`src/serial_vid_params.svh`:
```
// timing, level and framing constants of the serial vid plane control
`ifndef SERIAL_VID_PARAMS_SVH
`define SERIAL_VID_PARAMS_SVH

// ------------------
// clock and slew
// ------------------
`define SVID_CLK_MHZ 100
`define SVID_SLEW_UV_PER_US 3250
`define SVID_LSB_UV 12500
// one reference lsb per step; a rate, so the count rounds down
`define SVID_STEP_CYCLES ((`SVID_LSB_UV * `SVID_CLK_MHZ) / `SVID_SLEW_UV_PER_US)

// ------------------
// levels, in units of one 12.5 mv lsb above zero
// ------------------
`define SVID_TOP_LEVEL 7'h7c
`define SVID_OFF_CODE 7'h7c
`define SVID_ZERO_LEVEL 7'h00
`define SVID_FIX_LVL_00 7'h70
`define SVID_FIX_LVL_01 7'h60
`define SVID_FIX_LVL_10 7'h50
`define SVID_FIX_LVL_11 7'h40
`define SVID_BOOT_LVL_00 7'h58
`define SVID_BOOT_LVL_01 7'h50
`define SVID_BOOT_LVL_10 7'h48
`define SVID_BOOT_LVL_11 7'h40

// ------------------
// frame layout: address byte is prefix, core, nb, spare, write bit
// ------------------
`define SVID_ADDR_PREFIX 4'hc
`define SVID_CORE_SEL_BIT 3
`define SVID_NB_SEL_BIT 2
`define SVID_PSI_BIT 7
`define SVID_BITS_PER_BYTE 4'h8
`define SVID_ACK_SLOT 4'h9

`endif

```
`src/svid_pkg.sv`:
```
// types shared by the serial vid plane control
package svid_pkg;

   typedef logic [6:0] level_t;

   typedef struct packed {
      logic core_sel;
      logic nb_sel;
      logic psi_n;
      logic [6:0] code;
   } svi_cmd_s;

   typedef enum logic [1:0] {
      ST_OFF = 2'b00,
      ST_SOFT = 2'b01,
      ST_RUN = 2'b11,
      ST_DOWN = 2'b10
   } plane_state_e;

endpackage : svid_pkg

```
`src/svi_frame_rx.sv`:
```
// receiver of set-vid frames on the two-wire serial voltage id bus
`timescale 1ns/10ps
`default_nettype none
`include "serial_vid_params.svh"

module svi_frame_rx
   import svid_pkg::*;
(
   input wire logic ref_clk_i,
   input wire logic arst_n_i,
   input wire logic clk_pin_i,
   input wire logic data_pin_i,
   output logic data_o,
   output logic data_oe_o,
   output logic clk_level_o,
   output logic data_level_o,
   output logic cmd_valid_o,
   output svi_cmd_s cmd_o
);

   // ------------------
   // pin synchronisers
   // ------------------
   logic clk_s1_q, clk_s2_q, clk_s3_q;
   logic dat_s1_q, dat_s2_q, dat_s3_q;

   always_ff @(posedge ref_clk_i or negedge arst_n_i) begin
      if (!arst_n_i) begin
         clk_s1_q <= 1'b1;
         clk_s2_q <= 1'b1;
         clk_s3_q <= 1'b1;
         dat_s1_q <= 1'b1;
         dat_s2_q <= 1'b1;
         dat_s3_q <= 1'b1;
      end else begin
         clk_s1_q <= clk_pin_i;
         clk_s2_q <= clk_s1_q;
         clk_s3_q <= clk_s2_q;
         dat_s1_q <= data_pin_i;
         dat_s2_q <= dat_s1_q;
         dat_s3_q <= dat_s2_q;
      end
   end

   assign clk_level_o = clk_s2_q;
   assign data_level_o = dat_s2_q;

   logic clk_rise, clk_fall, start_seen, stop_seen;
   assign clk_rise = clk_s2_q & ~clk_s3_q;
   assign clk_fall = ~clk_s2_q & clk_s3_q;
   assign start_seen = clk_s2_q & clk_s3_q & dat_s3_q & ~dat_s2_q;
   assign stop_seen = clk_s2_q & clk_s3_q & ~dat_s3_q & dat_s2_q;

   // ------------------
   // frame sequencing
   // ------------------
   logic busy_q, byte_q, ack_q, got_data_q;
   logic [3:0] bit_cnt_q;
   logic [7:0] shift_q;
   logic core_sel_q, nb_sel_q;
   logic [7:0] data_byte_q;

   always_ff @(posedge ref_clk_i or negedge arst_n_i) begin
      if (!arst_n_i) begin
         busy_q <= 1'b0;
         byte_q <= 1'b0;
         ack_q <= 1'b0;
         got_data_q <= 1'b0;
         bit_cnt_q <= 4'h0;
         shift_q <= 8'h00;
         core_sel_q <= 1'b0;
         nb_sel_q <= 1'b0;
         data_byte_q <= 8'h00;
      end else if (start_seen) begin
         busy_q <= 1'b1;
         byte_q <= 1'b0;
         ack_q <= 1'b0;
         got_data_q <= 1'b0;
         bit_cnt_q <= 4'h0;
      end else if (stop_seen) begin
         busy_q <= 1'b0;
         ack_q <= 1'b0;
         got_data_q <= 1'b0;
      end else if (busy_q && clk_rise) begin
         if (bit_cnt_q < `SVID_BITS_PER_BYTE) begin
            shift_q <= {shift_q[6:0], dat_s2_q};
         end
         bit_cnt_q <= bit_cnt_q + 4'h1;
      end else if (busy_q && clk_fall) begin
         if (bit_cnt_q == `SVID_BITS_PER_BYTE) begin
            if (!byte_q) begin
               // a frame for another slave or a read is left alone to its stop
               if (shift_q[7:4] == `SVID_ADDR_PREFIX && !shift_q[0]) begin
                  ack_q <= 1'b1;
                  core_sel_q <= shift_q[`SVID_CORE_SEL_BIT];
                  nb_sel_q <= shift_q[`SVID_NB_SEL_BIT];
               end else begin
                  busy_q <= 1'b0;
               end
            end else begin
               ack_q <= 1'b1;
               data_byte_q <= shift_q;
               got_data_q <= 1'b1;
            end
         end else if (bit_cnt_q == `SVID_ACK_SLOT) begin
            ack_q <= 1'b0;
            bit_cnt_q <= 4'h0;
            // extra bytes after the data byte are not acknowledged
            busy_q <= ~byte_q;
            byte_q <= 1'b1;
         end
      end
   end

   // ------------------
   // command hand-off at the stop condition
   // ------------------
   always_ff @(posedge ref_clk_i or negedge arst_n_i) begin
      if (!arst_n_i) begin
         cmd_valid_o <= 1'b0;
         cmd_o <= '0;
      end else begin
         cmd_valid_o <= stop_seen & got_data_q;
         if (stop_seen && got_data_q) begin
            cmd_o.core_sel <= core_sel_q;
            cmd_o.nb_sel <= nb_sel_q;
            cmd_o.psi_n <= data_byte_q[`SVID_PSI_BIT];
            cmd_o.code <= data_byte_q[6:0];
         end
      end
   end

   // open drain: only ever pulls the data line low
   assign data_o = 1'b0;
   assign data_oe_o = ack_q;

endmodule : svi_frame_rx

`default_nettype wire

```
`src/serial_vid_plane_control.sv`:
```
// dual-plane reference control: fixed mode, serial set-vid, power good, phase shedding
// What this block does
// - fixed mode decodes clock/data as target
// - fixed-mode inputs may change; targets follow
// - soft-start steps references up to target
// - power good after soft-start and regulation
// - enable loss ramps both planes to zero
// - set-vid decodes planes and code, steps
// - code zero 1.55 v, minus 12.5 mv, off codes
// - core off keeps power good; nb stays
// - power ok loss returns to boot vid
// - power ok return holds until next command
// - power good loss steps planes to zero
// - data bit 7 low asks power savings
// - shed channel 4, then 3, then 2
// - shed phase tristates at its next pwm high
// - restore phases from 2 at pwm high
// - vid change in savings: exit, step, re-enter
// - fixed codes give 1.4, 1.2, 1.0, 0.8 v
// - boot vid latched at enable rising edge
// - references slew at fixed rate to target
`timescale 1ns/10ps
`default_nettype none
`include "serial_vid_params.svh"

module serial_vid_plane_control
   import svid_pkg::*;
#(
   parameter int STEP_CYCLES = `SVID_STEP_CYCLES
) (
   input wire logic ref_clk_i,
   input wire logic arst_n_i,
   input wire logic enable_i,
   input wire logic fixed_vid_enable_i,
   input wire logic serial_vid_clock_i,
   input wire logic serial_vid_data_i,
   output logic serial_vid_data_o,
   output logic serial_vid_data_oe_o,
   input wire logic platform_power_ok_i,
   input wire logic planes_in_regulation_i,
   input wire logic [3:0] phase_fitted_i,
   input wire logic [3:0] phase_pwm_i,
   output level_t core_plane_ref_o,
   output level_t northbridge_plane_ref_o,
   output logic core_plane_off_o,
   output logic planes_power_good_o,
   output logic [3:0] phase_tristate_o,
   output logic power_save_active_o,
   output logic fixed_voltage_mode_o
);

   // ------------------
   // elaboration checks
   // ------------------
   if (STEP_CYCLES < 1 || STEP_CYCLES > 65535) begin : g_bad_step
      $error("STEP_CYCLES must lie in 1..65535");
   end

   // ------------------
   // decoding functions
   // ------------------
   function automatic level_t fixed_level(input logic c, input logic d);
      case ({c, d})
         2'b00: fixed_level = `SVID_FIX_LVL_00;
         2'b01: fixed_level = `SVID_FIX_LVL_01;
         2'b10: fixed_level = `SVID_FIX_LVL_10;
         default: fixed_level = `SVID_FIX_LVL_11;
      endcase
   endfunction : fixed_level

   function automatic level_t boot_level(input logic c, input logic d);
      case ({c, d})
         2'b00: boot_level = `SVID_BOOT_LVL_00;
         2'b01: boot_level = `SVID_BOOT_LVL_01;
         2'b10: boot_level = `SVID_BOOT_LVL_10;
         default: boot_level = `SVID_BOOT_LVL_11;
      endcase
   endfunction : boot_level

   // linear map with the top codes meaning plane off
   function automatic level_t code_level(input logic [6:0] code);
      if (code >= `SVID_OFF_CODE) begin
         code_level = `SVID_ZERO_LEVEL;
      end else begin
         code_level = `SVID_TOP_LEVEL - code;
      end
   endfunction : code_level

   function automatic level_t step_toward(input level_t cur, input level_t tgt);
      if (cur < tgt) begin
         step_toward = cur + 7'h01;
      end else if (cur > tgt) begin
         step_toward = cur - 7'h01;
      end else begin
         step_toward = cur;
      end
   endfunction : step_toward

   // ------------------
   // input synchronisers
   // ------------------
   logic [3:0] lvl_s1_q, lvl_s2_q;
   logic [3:0] fit_s1_q, fit_s2_q;

   always_ff @(posedge ref_clk_i or negedge arst_n_i) begin
      if (!arst_n_i) begin
         lvl_s1_q <= 4'h0;
         lvl_s2_q <= 4'h0;
         fit_s1_q <= 4'h1;
         fit_s2_q <= 4'h1;
      end else begin
         lvl_s1_q <= {enable_i, fixed_vid_enable_i, platform_power_ok_i, planes_in_regulation_i};
         lvl_s2_q <= lvl_s1_q;
         fit_s1_q <= phase_fitted_i;
         fit_s2_q <= fit_s1_q;
      end
   end

   logic en_s, fix_s, pok_s, reg_s;
   logic [3:0] fitted;
   assign en_s = lvl_s2_q[3];
   assign fix_s = lvl_s2_q[2];
   assign pok_s = lvl_s2_q[1];
   assign reg_s = lvl_s2_q[0];
   // channel 1 always switches
   assign fitted = fit_s2_q | 4'h1;

   // ------------------
   // serial receiver
   // ------------------
   logic svc_lvl, svd_lvl, cmd_valid;
   svi_cmd_s cmd;

   svi_frame_rx i_svi_frame_rx (
      .ref_clk_i(ref_clk_i),
      .arst_n_i(arst_n_i),
      .clk_pin_i(serial_vid_clock_i),
      .data_pin_i(serial_vid_data_i),
      .data_o(serial_vid_data_o),
      .data_oe_o(serial_vid_data_oe_o),
      .clk_level_o(svc_lvl),
      .data_level_o(svd_lvl),
      .cmd_valid_o(cmd_valid),
      .cmd_o(cmd)
   );

   // ------------------
   // plane sequencing state
   // ------------------
   plane_state_e state_q, state_d;
   level_t core_ref_q, nb_ref_q, core_tgt_q, nb_tgt_q, boot_lvl_q;
   logic pok_prev_q;
   logic pok_fall, at_target, at_zero, cmd_ok, lvl_change;

   assign pok_fall = pok_prev_q & ~pok_s;
   assign at_target = (core_ref_q == core_tgt_q) && (nb_ref_q == nb_tgt_q);
   assign at_zero = (core_ref_q == `SVID_ZERO_LEVEL) && (nb_ref_q == `SVID_ZERO_LEVEL);
   // commands count only once power ok stands after power good
   assign cmd_ok = cmd_valid && (state_q == ST_RUN) && pok_s && !fix_s && !pok_fall;
   assign lvl_change = (cmd.core_sel && code_level(cmd.code) != core_tgt_q) ||
                       (cmd.nb_sel && code_level(cmd.code) != nb_tgt_q);

   always_comb begin
      state_d = state_q;
      case (state_q)
         ST_OFF: begin
            if (en_s) begin
               state_d = ST_SOFT;
            end
         end
         ST_SOFT: begin
            if (!en_s) begin
               state_d = ST_DOWN;
            end else if (at_target && reg_s) begin
               state_d = ST_RUN;
            end
         end
         ST_RUN: begin
            if (!en_s) begin
               state_d = ST_DOWN;
            end else if (!reg_s) begin
               state_d = ST_DOWN;
            end
         end
         ST_DOWN: begin
            // a regulation fault stays latched until enable is dropped
            if (at_zero && !en_s) begin
               state_d = ST_OFF;
            end
         end
         default: begin
            state_d = ST_DOWN;
         end
      endcase
   end

   always_ff @(posedge ref_clk_i or negedge arst_n_i) begin
      if (!arst_n_i) begin
         state_q <= ST_OFF;
         planes_power_good_o <= 1'b0;
         pok_prev_q <= 1'b0;
      end else begin
         state_q <= state_d;
         // an off core plane still reads as in regulation, so good holds
         planes_power_good_o <= (state_d == ST_RUN);
         pok_prev_q <= pok_s;
      end
   end

   // ------------------
   // boot vid holding register
   // ------------------
   always_ff @(posedge ref_clk_i or negedge arst_n_i) begin
      if (!arst_n_i) begin
         boot_lvl_q <= `SVID_ZERO_LEVEL;
      end else if (state_q == ST_OFF && en_s) begin
         boot_lvl_q <= boot_level(svc_lvl, svd_lvl);
      end
   end

   // ------------------
   // plane targets
   // ------------------
   always_ff @(posedge ref_clk_i or negedge arst_n_i) begin
      if (!arst_n_i) begin
         core_tgt_q <= `SVID_ZERO_LEVEL;
         nb_tgt_q <= `SVID_ZERO_LEVEL;
      end else begin
         case (state_q)
            ST_OFF: begin
               if (en_s && fix_s) begin
                  core_tgt_q <= fixed_level(svc_lvl, svd_lvl);
                  nb_tgt_q <= fixed_level(svc_lvl, svd_lvl);
               end else if (en_s) begin
                  core_tgt_q <= boot_level(svc_lvl, svd_lvl);
                  nb_tgt_q <= boot_level(svc_lvl, svd_lvl);
               end
            end
            ST_SOFT, ST_RUN: begin
               if (!en_s || (state_q == ST_RUN && !reg_s)) begin
                  core_tgt_q <= `SVID_ZERO_LEVEL;
                  nb_tgt_q <= `SVID_ZERO_LEVEL;
               end else if (fix_s) begin
                  core_tgt_q <= fixed_level(svc_lvl, svd_lvl);
                  nb_tgt_q <= fixed_level(svc_lvl, svd_lvl);
               end else if (pok_fall) begin
                  // the serial pins are not looked at again here
                  core_tgt_q <= boot_lvl_q;
                  nb_tgt_q <= boot_lvl_q;
               end else if (cmd_ok) begin
                  if (cmd.core_sel) begin
                     core_tgt_q <= code_level(cmd.code);
                  end
                  if (cmd.nb_sel) begin
                     nb_tgt_q <= code_level(cmd.code);
                  end
               end
               // otherwise targets hold, also across power ok returning
            end
            default: begin
               core_tgt_q <= `SVID_ZERO_LEVEL;
               nb_tgt_q <= `SVID_ZERO_LEVEL;
            end
         endcase
      end
   end

   // ------------------
   // reference slew
   // ------------------
   localparam logic [15:0] STEP_LAST = 16'(STEP_CYCLES - 1);
   logic [15:0] step_cnt_q;
   logic step_tick, slew_hold;
   logic save_req_q, resave_q;
   logic [3:0] tri_q;

   assign step_tick = (step_cnt_q == STEP_LAST);
   // while leaving savings for a vid change, the step waits for all phases
   assign slew_hold = resave_q && (tri_q != 4'h0);

   always_ff @(posedge ref_clk_i or negedge arst_n_i) begin
      if (!arst_n_i) begin
         step_cnt_q <= 16'h0000;
      end else if (step_tick || at_target) begin
         step_cnt_q <= 16'h0000;
      end else begin
         step_cnt_q <= step_cnt_q + 16'h0001;
      end
   end

   always_ff @(posedge ref_clk_i or negedge arst_n_i) begin
      if (!arst_n_i) begin
         core_ref_q <= `SVID_ZERO_LEVEL;
         nb_ref_q <= `SVID_ZERO_LEVEL;
      end else if (step_tick && !slew_hold) begin
         core_ref_q <= step_toward(core_ref_q, core_tgt_q);
         nb_ref_q <= step_toward(nb_ref_q, nb_tgt_q);
      end
   end

   assign core_plane_ref_o = core_ref_q;
   assign northbridge_plane_ref_o = nb_ref_q;
   assign core_plane_off_o = (core_tgt_q == `SVID_ZERO_LEVEL) && (state_q == ST_RUN);
   assign fixed_voltage_mode_o = fix_s;

   // ------------------
   // power savings request
   // ------------------
   always_ff @(posedge ref_clk_i or negedge arst_n_i) begin
      if (!arst_n_i) begin
         save_req_q <= 1'b0;
         resave_q <= 1'b0;
      end else if (state_q != ST_RUN || fix_s) begin
         save_req_q <= 1'b0;
         resave_q <= 1'b0;
      end else if (cmd_ok && cmd.psi_n) begin
         save_req_q <= 1'b0;
         resave_q <= 1'b0;
      end else if (cmd_ok && save_req_q && lvl_change) begin
         save_req_q <= 1'b0;
         resave_q <= 1'b1;
      end else if (cmd_ok && !resave_q) begin
         save_req_q <= 1'b1;
      end else if (resave_q && tri_q == 4'h0 && at_target) begin
         save_req_q <= 1'b1;
         resave_q <= 1'b0;
      end
   end

   // ------------------
   // phase shedding and restoring
   // ------------------
   logic [3:0] pwm_prev_q;
   logic [3:0] pwm_rise, shed_pick, wake_pick;

   assign pwm_rise = phase_pwm_i & ~pwm_prev_q;

   // one channel moves at a time: highest fitted to shed, lowest to wake
   always_comb begin
      shed_pick = 4'h0;
      wake_pick = 4'h0;
      for (int i = 1; i < 4; i++) begin
         if (fitted[i] && !tri_q[i]) begin
            shed_pick = 4'h0;
            shed_pick[i] = 1'b1;
         end
      end
      for (int i = 3; i >= 1; i--) begin
         if (tri_q[i]) begin
            wake_pick = 4'h0;
            wake_pick[i] = 1'b1;
         end
      end
   end

   always_ff @(posedge ref_clk_i or negedge arst_n_i) begin
      if (!arst_n_i) begin
         pwm_prev_q <= 4'h0;
         tri_q <= 4'h0;
      end else begin
         pwm_prev_q <= phase_pwm_i;
         if (save_req_q) begin
            tri_q <= tri_q | (shed_pick & pwm_rise);
         end else begin
            tri_q <= tri_q & ~(wake_pick & pwm_rise);
         end
      end
   end

   always_ff @(posedge ref_clk_i or negedge arst_n_i) begin
      if (!arst_n_i) begin
         phase_tristate_o <= 4'he;
         power_save_active_o <= 1'b0;
      end else begin
         // unfitted channels never switch
         phase_tristate_o <= tri_q | ~fitted;
         power_save_active_o <= save_req_q && ((tri_q | ~fitted) == 4'he);
      end
   end

endmodule : serial_vid_plane_control

`default_nettype wire

```
`config.mk`:
```
export PLATFORM = sky130hd
export DESIGN_NAME = serial_vid_plane_control
export DESIGN_NICKNAME = d
export VERILOG_FILES = /design/src/svid_pkg.sv /design/src/svi_frame_rx.sv /design/src/serial_vid_plane_control.sv
export VERILOG_INCLUDE_DIRS = /design/src
export SDC_FILE = /design/constraint.sdc
export NUM_CORES = 1
export LEC_CHECK = 0
export BUFFER_PORTS_ARGS = -buffer_cell sky130_fd_sc_hd__buf_2
export CORE_MARGIN = 4
export CORE_UTILIZATION = 47
export DETAILED_ROUTE_END_ITERATION = 12
export PLACE_DENSITY = 0.64
export SYNTH_ARGS = -nofsm -noshare
export SYNTH_HDL_FRONTEND = slang
export SYNTH_HIERARCHICAL = 1
export SYNTH_SLANG_ARGS = --single-unit
```
`constraint.sdc`:
```
create_clock -name ref_clk_i -period 3.6 [get_ports ref_clk_i]
set_clock_uncertainty 0.2 [all_clocks]
set_input_delay 0.18 -clock ref_clk_i [delete_from_list [all_inputs] [get_ports ref_clk_i]]
set_output_delay 0.18 -clock ref_clk_i [all_outputs]
set_load 0.01 [all_outputs]
```
**Word-level counts from Yosys, hierarchy flattened**

Cells that the tools add are included.

- Latch bits: 0
- Register bits: 129
- RAM bits: 0
- Memories: 0
- Word-level logic and storage cells: 265
- Input port bits: 16
- Memory bits (read-only): 0

- Shift operators: 0
- Muxes and demuxes: 80
- Bitwise logic cells: 27
- Multipliers: 0
- Order comparisons: 6
- Div/mod/pow operators: 0
- Eq/ne operators: 29
- $add $sub $neg: 7
- Reduce and logical (&&, ||, !) cells: 77

Operator list:

| kind | number |
|---|---|
| two-way mux 7 bit | 17 |
| two-way mux 4 bit | 11 |
| two-way mux 1 bit | 38 |
| logical AND 1 bit | 30 |
| case mux 7 bit (2 select lines) | 2 |
| zero test 7 bit | 3 |
| case mux 6 bit (3 select lines) | 1 |
| adder 16 x 1 -> 16 bit, second input constant | 1 |
| AND 4 bit | 4 |
| == test 16 x 9 -> 1 bit, second input constant | 1 |
| == test 4 bit, second input constant | 4 |
| two-way mux 16 bit | 1 |
| AND reduction 4 bit | 4 |
| case mux 5 bit (3 select lines) | 1 |
| nonzero test 3 bit | 5 |
| adder 7 x 1 -> 7 bit, second input constant | 2 |
| == test 7 bit | 2 |
| > comparator 7 bit | 2 |
| < comparator 7 bit | 2 |
| two-way mux 2 bit | 7 |
| != test 7 bit | 2 |
| subtractor 7 x 1 -> 7 bit, second input constant | 2 |
| NOT 4 bit | 3 |
| nonzero test 4 bit | 3 |
| other kinds (32) | 78 |

**Depth between registers and ports, before layout**

- Depth in word-level cells: 10
- Depth in mapped cells: 13
- Mapped depth without buffers: 13

**Cells and area by module**

Netlist, hierarchy kept.

By module, submodules not included:

| module | area each (um^2) | sequential area each (um^2) | cells an instance | instances |
|---|---|---|---|---|
| serial_vid_plane_control | 4291.6 | 1930.6 | 417 | 1 |
| svi_frame_rx | 1762.9 | 1083.5 | 121 | 1 |

**Least setup slack after synthesis**

Ideal clock, no wire load.

- Path kind: register to register
- Start: reg core_ref_q[4] (netlist: core_plane_ref_o[4])
- End: reg core_ref_q[6] (netlist: core_plane_ref_o[6])
- Period minus slack after synthesis: 3172 ps
- Data arrival time: 2845 ps
- Data required time: 3273 ps
- Setup slack: 428 ps
- Stages on the path, launching flop included: 13
- Buffers on the path: 0
- Library setup time: 127 ps
- Cell sequence: dfrtp_1 ha_1 a21o_1 a21oi_1 nor2b_1 or3_1 fa_1 a21o_1 a21oi_1 o21a_1 o31a_1 o211ai_1 xnor2_1

- Word-level cells in the longest chain between the ends: 3

Ends and longest elaborated chain:

| what | RTL line | RTL |
|---|---|---|
| start, declared | serial_vid_plane_control.sv:151 | `level_t core_ref_q, nb_ref_q, core_tgt_q, nb_tgt_q, boot_lvl_q;` |
| start signal, assigned | serial_vid_plane_control.sv:293 | `` core_ref_q <= `SVID_ZERO_LEVEL; `` |
| start signal, assigned | serial_vid_plane_control.sv:296 | `core_ref_q <= step_toward(core_ref_q, core_tgt_q);` |
| subtractor 7 x 1 -> 7 bit, or another cell as far along | serial_vid_plane_control.sv:93 | `step_toward = cur - 7'h01;` |
| two-way mux 7 bit / nonzero test 2 bit (equally long branches) | -- |  |
| two-way mux 7 bit / AND reduction 2 bit (equally long branches) | -- |  |

Several ways; a longest one is shown, not always the timed one. The select of a mux whose other input is x is not followed.
A chain may end at the register's enable or synchronous reset.

**Worst setup path in the final report**

- Start: reg nb_tgt_q[1]
- End: reg nb_ref_q[6] (netlist: northbridge_plane_ref_o[6])

- Word-level cells in the longest chain between the ends: 3

Ends and longest elaborated chain:

| what | RTL line | RTL |
|---|---|---|
| start, declared | serial_vid_plane_control.sv:151 |  |
| start signal, assigned | serial_vid_plane_control.sv:227 | `` nb_tgt_q <= `SVID_ZERO_LEVEL; `` |
| start signal, assigned | serial_vid_plane_control.sv:233 | `nb_tgt_q <= fixed_level(svc_lvl, svd_lvl);` |
| start signal, assigned | serial_vid_plane_control.sv:236 | `nb_tgt_q <= boot_level(svc_lvl, svd_lvl);` |
| < comparator 7 bit / > comparator 7 bit (equally long branches) | serial_vid_plane_control.sv:90, serial_vid_plane_control.sv:92 |  |
| nonzero test 2 bit (no line) | -- |  |
| AND reduction 2 bit (no line) | -- |  |
| end signal, assigned | serial_vid_plane_control.sv:294 | `` nb_ref_q <= `SVID_ZERO_LEVEL; `` |
| end signal, assigned | serial_vid_plane_control.sv:297 | `nb_ref_q <= step_toward(nb_ref_q, nb_tgt_q);` |
| end, declared | serial_vid_plane_control.sv:151 |  |

Several ways; a longest one is shown, not always the timed one.

==> impl_metrics.ini <==
[route]
via_per_inst = 5.41
drt-initial-drc-count = 375
drc_errors = 0
wl_um = 12000
vias = 4261
wl_per_cell_um = 15.2
postRouteAntennaNets = 0
dr.pass1.iters = 5

[synth]
ys_types = 74
synth_top_family_by_area = simple AND/OR/NAND/NOR gates
syn_inst = 538
syn-cell-area_um2 = 6050
ys_ff_latch = 120
async_reset_ff_frac = 1.00
ys_warn_count = 6
synth_compound_area_frac = 0.105
avgSynthCellArea_um2 = 11.3
synthAdderAreaFrac = 0.0665
seq_area_frac_synth = 0.498
synth_nets = 585
synth_mux_area_frac = 0.0949
synth-simple-area-share = 0.140
synth_edf_count = 0
ys.flop_type = dfrtp_1
synthXorXnorAreaFrac = 0.0655

[setup_path]
crit_slowest_cell = or3_1
reg2reg_depth = 13
cp-end-kind = flop
worstPathCellList = inv_1 > ha_1 > nor2b_1 > o21ai_0 > a21oi_1 > or3_1 > fa_1 > a21o_1 > a21oi_1 > o21a_1 > o31a_1 > o211ai_1 > xnor2_1
cp_common_cell = a21oi_1
max_stage_delay_ns = 0.46
worstReg2RegEnd = northbridge_plane_ref_o[6]
rr_startpoint = nb_tgt_q[1]
critical_path_required_ns = 3.70
path_delay_family = compound AO/OA/AOI/OAI gates
start_kind = flop
r2r_slack_ns = 0.20
cp_max_fo = 6
path_class = reg -> reg
critical_path_arrival_ns = 3.50
cp_num_buf_inv = 1

[floorplanning]
die_w_um = 122
core_um2 = 12600
die_area_um2 = 14800
ios = 40
start_util = 0.480
die_y_um = 122
rows = 41

[job]
maxCapViolCount = 0

[min_path]
hold_path_class = reg -> reg
hold_depth = 0
hp-start = fit_s1_q[2]
min_to = fit_s2_q[2]

[clocking]
cts_made_buffers = 17
clock_path_buffers = 2
clock-sinks = 120
cts_tree = yes
clk_pin_slew_ns = 0.06
clk_latency_ns = 0.41
cts_root_buf = clkbuf_16
post-cts-setup-buffers = 0
htree_levels = 4

[placed_design]
dp_hpwl_um = 8410
gp_congestion = 0.820
dp_slack_ns = 0.229
port_buffers = 35

[timing]
setup_ws_ns = 0.200
setup_viol = 0
slew_headroom = 0.448
finalCritPeriodShare = 0.944
tns_ns = 0
hold_violations = 0
rsz0062_at_grt = no
slew_violations = 0
max_freq_ghz = 0.294
worst_pin_slew_ns = 0.820
fin_crit_ns = 3.40

[global_routing]
grt_pass1_vias = 4165
antenna_found_initial = 0
grt_max_degree = 121
grt_pass1_wl_um = 20300
track_usage = 0.175
gr-total-overflow = 0

[layout]
diodes = 0
area_growth_pct = 18.6
utilization = 0.569
drive_gt1_frac = 0.232
finalNetCount = 650

[power_and_ir_drop]
leakagePower_nw = 3.44
p_per_area_nw_per_um2 = 610
irDropWorstVdd_mv = 0.375

[status]
status = complete, no violations
[sequential cells by signal, summed over array words and instances (netlist names), 2 cells and up]
name,count
lvl_s2_q,4
fit_s2_q,3
pwm_prev_q,3
i_svi_frame_rx/bit_cnt_q,4
northbridge_plane_ref_o,7
fit_s1_q,3
core_plane_ref_o,7
boot_lvl_q,3
i_svi_frame_rx/shift_q,8
nb_tgt_q,7
step_cnt_q,16
tri_q,3
lvl_s1_q,4
phase_tristate_o,3
i_svi_frame_rx/cmd_o,10
state_q,2
i_svi_frame_rx/data_byte_q,8
core_tgt_q,7
[cell usage after synthesis (all sizes together), types with 4 or more instances]
| master | instances | share of area |
|---|---|---|
| inv | 29 | 0.018 |
| a21o | 8 | 0.0099 |
| xnor2 | 22 | 0.032 |
| a21oi | 27 | 0.022 |
| mux2 | 48 | 0.090 |
| nand2b | 8 | 0.0083 |
| dfstp | 9 | 0.039 |
| or3 | 5 | 0.0052 |
| ha | 29 | 0.060 |
| nor3 | 7 | 0.0066 |
| nand2 | 35 | 0.023 |
| nor2 | 35 | 0.022 |
| o31ai | 4 | 0.0050 |
| nand4 | 9 | 0.010 |
| nor4 | 9 | 0.0093 |
| xor2 | 18 | 0.026 |
| nand3 | 16 | 0.013 |
| o21ai | 19 | 0.016 |
| a31oi | 7 | 0.0072 |
| dfrtp | 111 | 0.46 |
| nor2b | 8 | 0.0083 |
| buf | 8 | 0.010 |
| and3 | 7 | 0.0081 |
[stage by stage]
step | power, mW | hold WS [ns] | area [µm²] | cells
final | 4.38 | 0.147 | 7180 | 788
after global routing | 4.65 | 0.155 | 7180 | 788
after CTS | 4.42 | 0.149 | 7170 | 788
after detailed placement | 2.69 | 0.0864 | 6450 | 743
after global placement | 2.65 | 0.0867 | 6450 | 743
after floorplan | 2.43 | -0.316 | 6050 | 538
[worst register-to-register path: cells and delay by family, from the launching register on]
| kind | cells | cell delay, ns |
|---|---|---|
| AOI/OAI and AO/OA | 7 | 1.09 |
| and+or+nand+nor | 2 | 0.59 |
| xor gates and xnor gates | 1 | 0.15 |
| buffers and inverters | 1 | 0.07 |
| adders and majority gates | 2 | 0.73 |
| DFF | 1 | 0.44 |
[cells by family after synthesis]
group / after synthesis
simple gates: 157
flops: 120
compound gates: 97
mux: 51
xor+xnor: 42
buf+inv: 38
fa+ha+maj: 31
other cells: 2
[what timing repair did]
action,CTS,global route
hold buffers,13,0
resized for setup,0,1
endpoints found under the hold margin,125,0
setup endpoints to repair,0,1
[worst max-delay path by stage]
stage | depth (start not counted) | startpoint | endpoint | slack [ns]
finish | 13 | nb_tgt_q[1] | northbridge_plane_ref_o[6] | 0.20
global placement | 12 | core_plane_ref_o[4] | core_plane_ref_o[6] | 0.29
global route | 13 | nb_tgt_q[1] | northbridge_plane_ref_o[6] | 0.01
detailed placement | 12 | northbridge_plane_ref_o[4] | northbridge_plane_ref_o[6] | 0.23
floorplan | 12 | core_plane_ref_o[4] | core_plane_ref_o[6] | 0.43
CTS | 12 | core_plane_ref_o[4] | core_plane_ref_o[5] | 0.17
[layout make-up]
class                           count  area [µm²]
Timing Repair Buffer               55         373
Inverter                           29         109
Tap cell                          172         215
Clock buffer                       25         505
Sequential cell                   120        3010
Fill cell                        1103        5440
Multi-Input combinational cell    380        2870
Clock inverter                      7        91.3
[per-layer routing]
metal	wire length [µm]	track usage
met1	5790	0.245
met2	5520	0.265
met3	467	0.0517
met4	172	0.0560
met5	0	0
[report_power, final]
part / internal, mW / switching (mW)
clock: 1.11 / 0.579
sequential: 1.54 / 0.192
combinational: 0.451 / 0.507
[cells in the final DEF, fill, tap and decap left out, types with 4 or more instances in the layout]
| cell | count |
|---|---|
| a21o_1 | 8 |
| a21oi_1 | 27 |
| a31oi_1 | 7 |
| and3_1 | 6 |
| buf_2 | 34 |
| buf_4 | 7 |
| clkbuf_16 | 17 |
| clkbuf_8 | 5 |
| dfrtp_1 | 111 |
| dfstp_2 | 9 |
| dlygate4sd3_1 | 13 |
| ha_1 | 29 |
| inv_1 | 29 |
| mux2_2 | 46 |
| nand2_1 | 33 |
| nand2b_1 | 8 |
| nand3_1 | 16 |
| nand4_1 | 8 |
| nor2_1 | 34 |
| nor2b_1 | 8 |
| nor3_1 | 6 |
| nor4_1 | 9 |
| o21ai_0 | 18 |
| o31ai_1 | 4 |
| or3_1 | 4 |
| xnor2_1 | 22 |
| xor2_1 | 18 |
(Power assumes the default switching activity.)
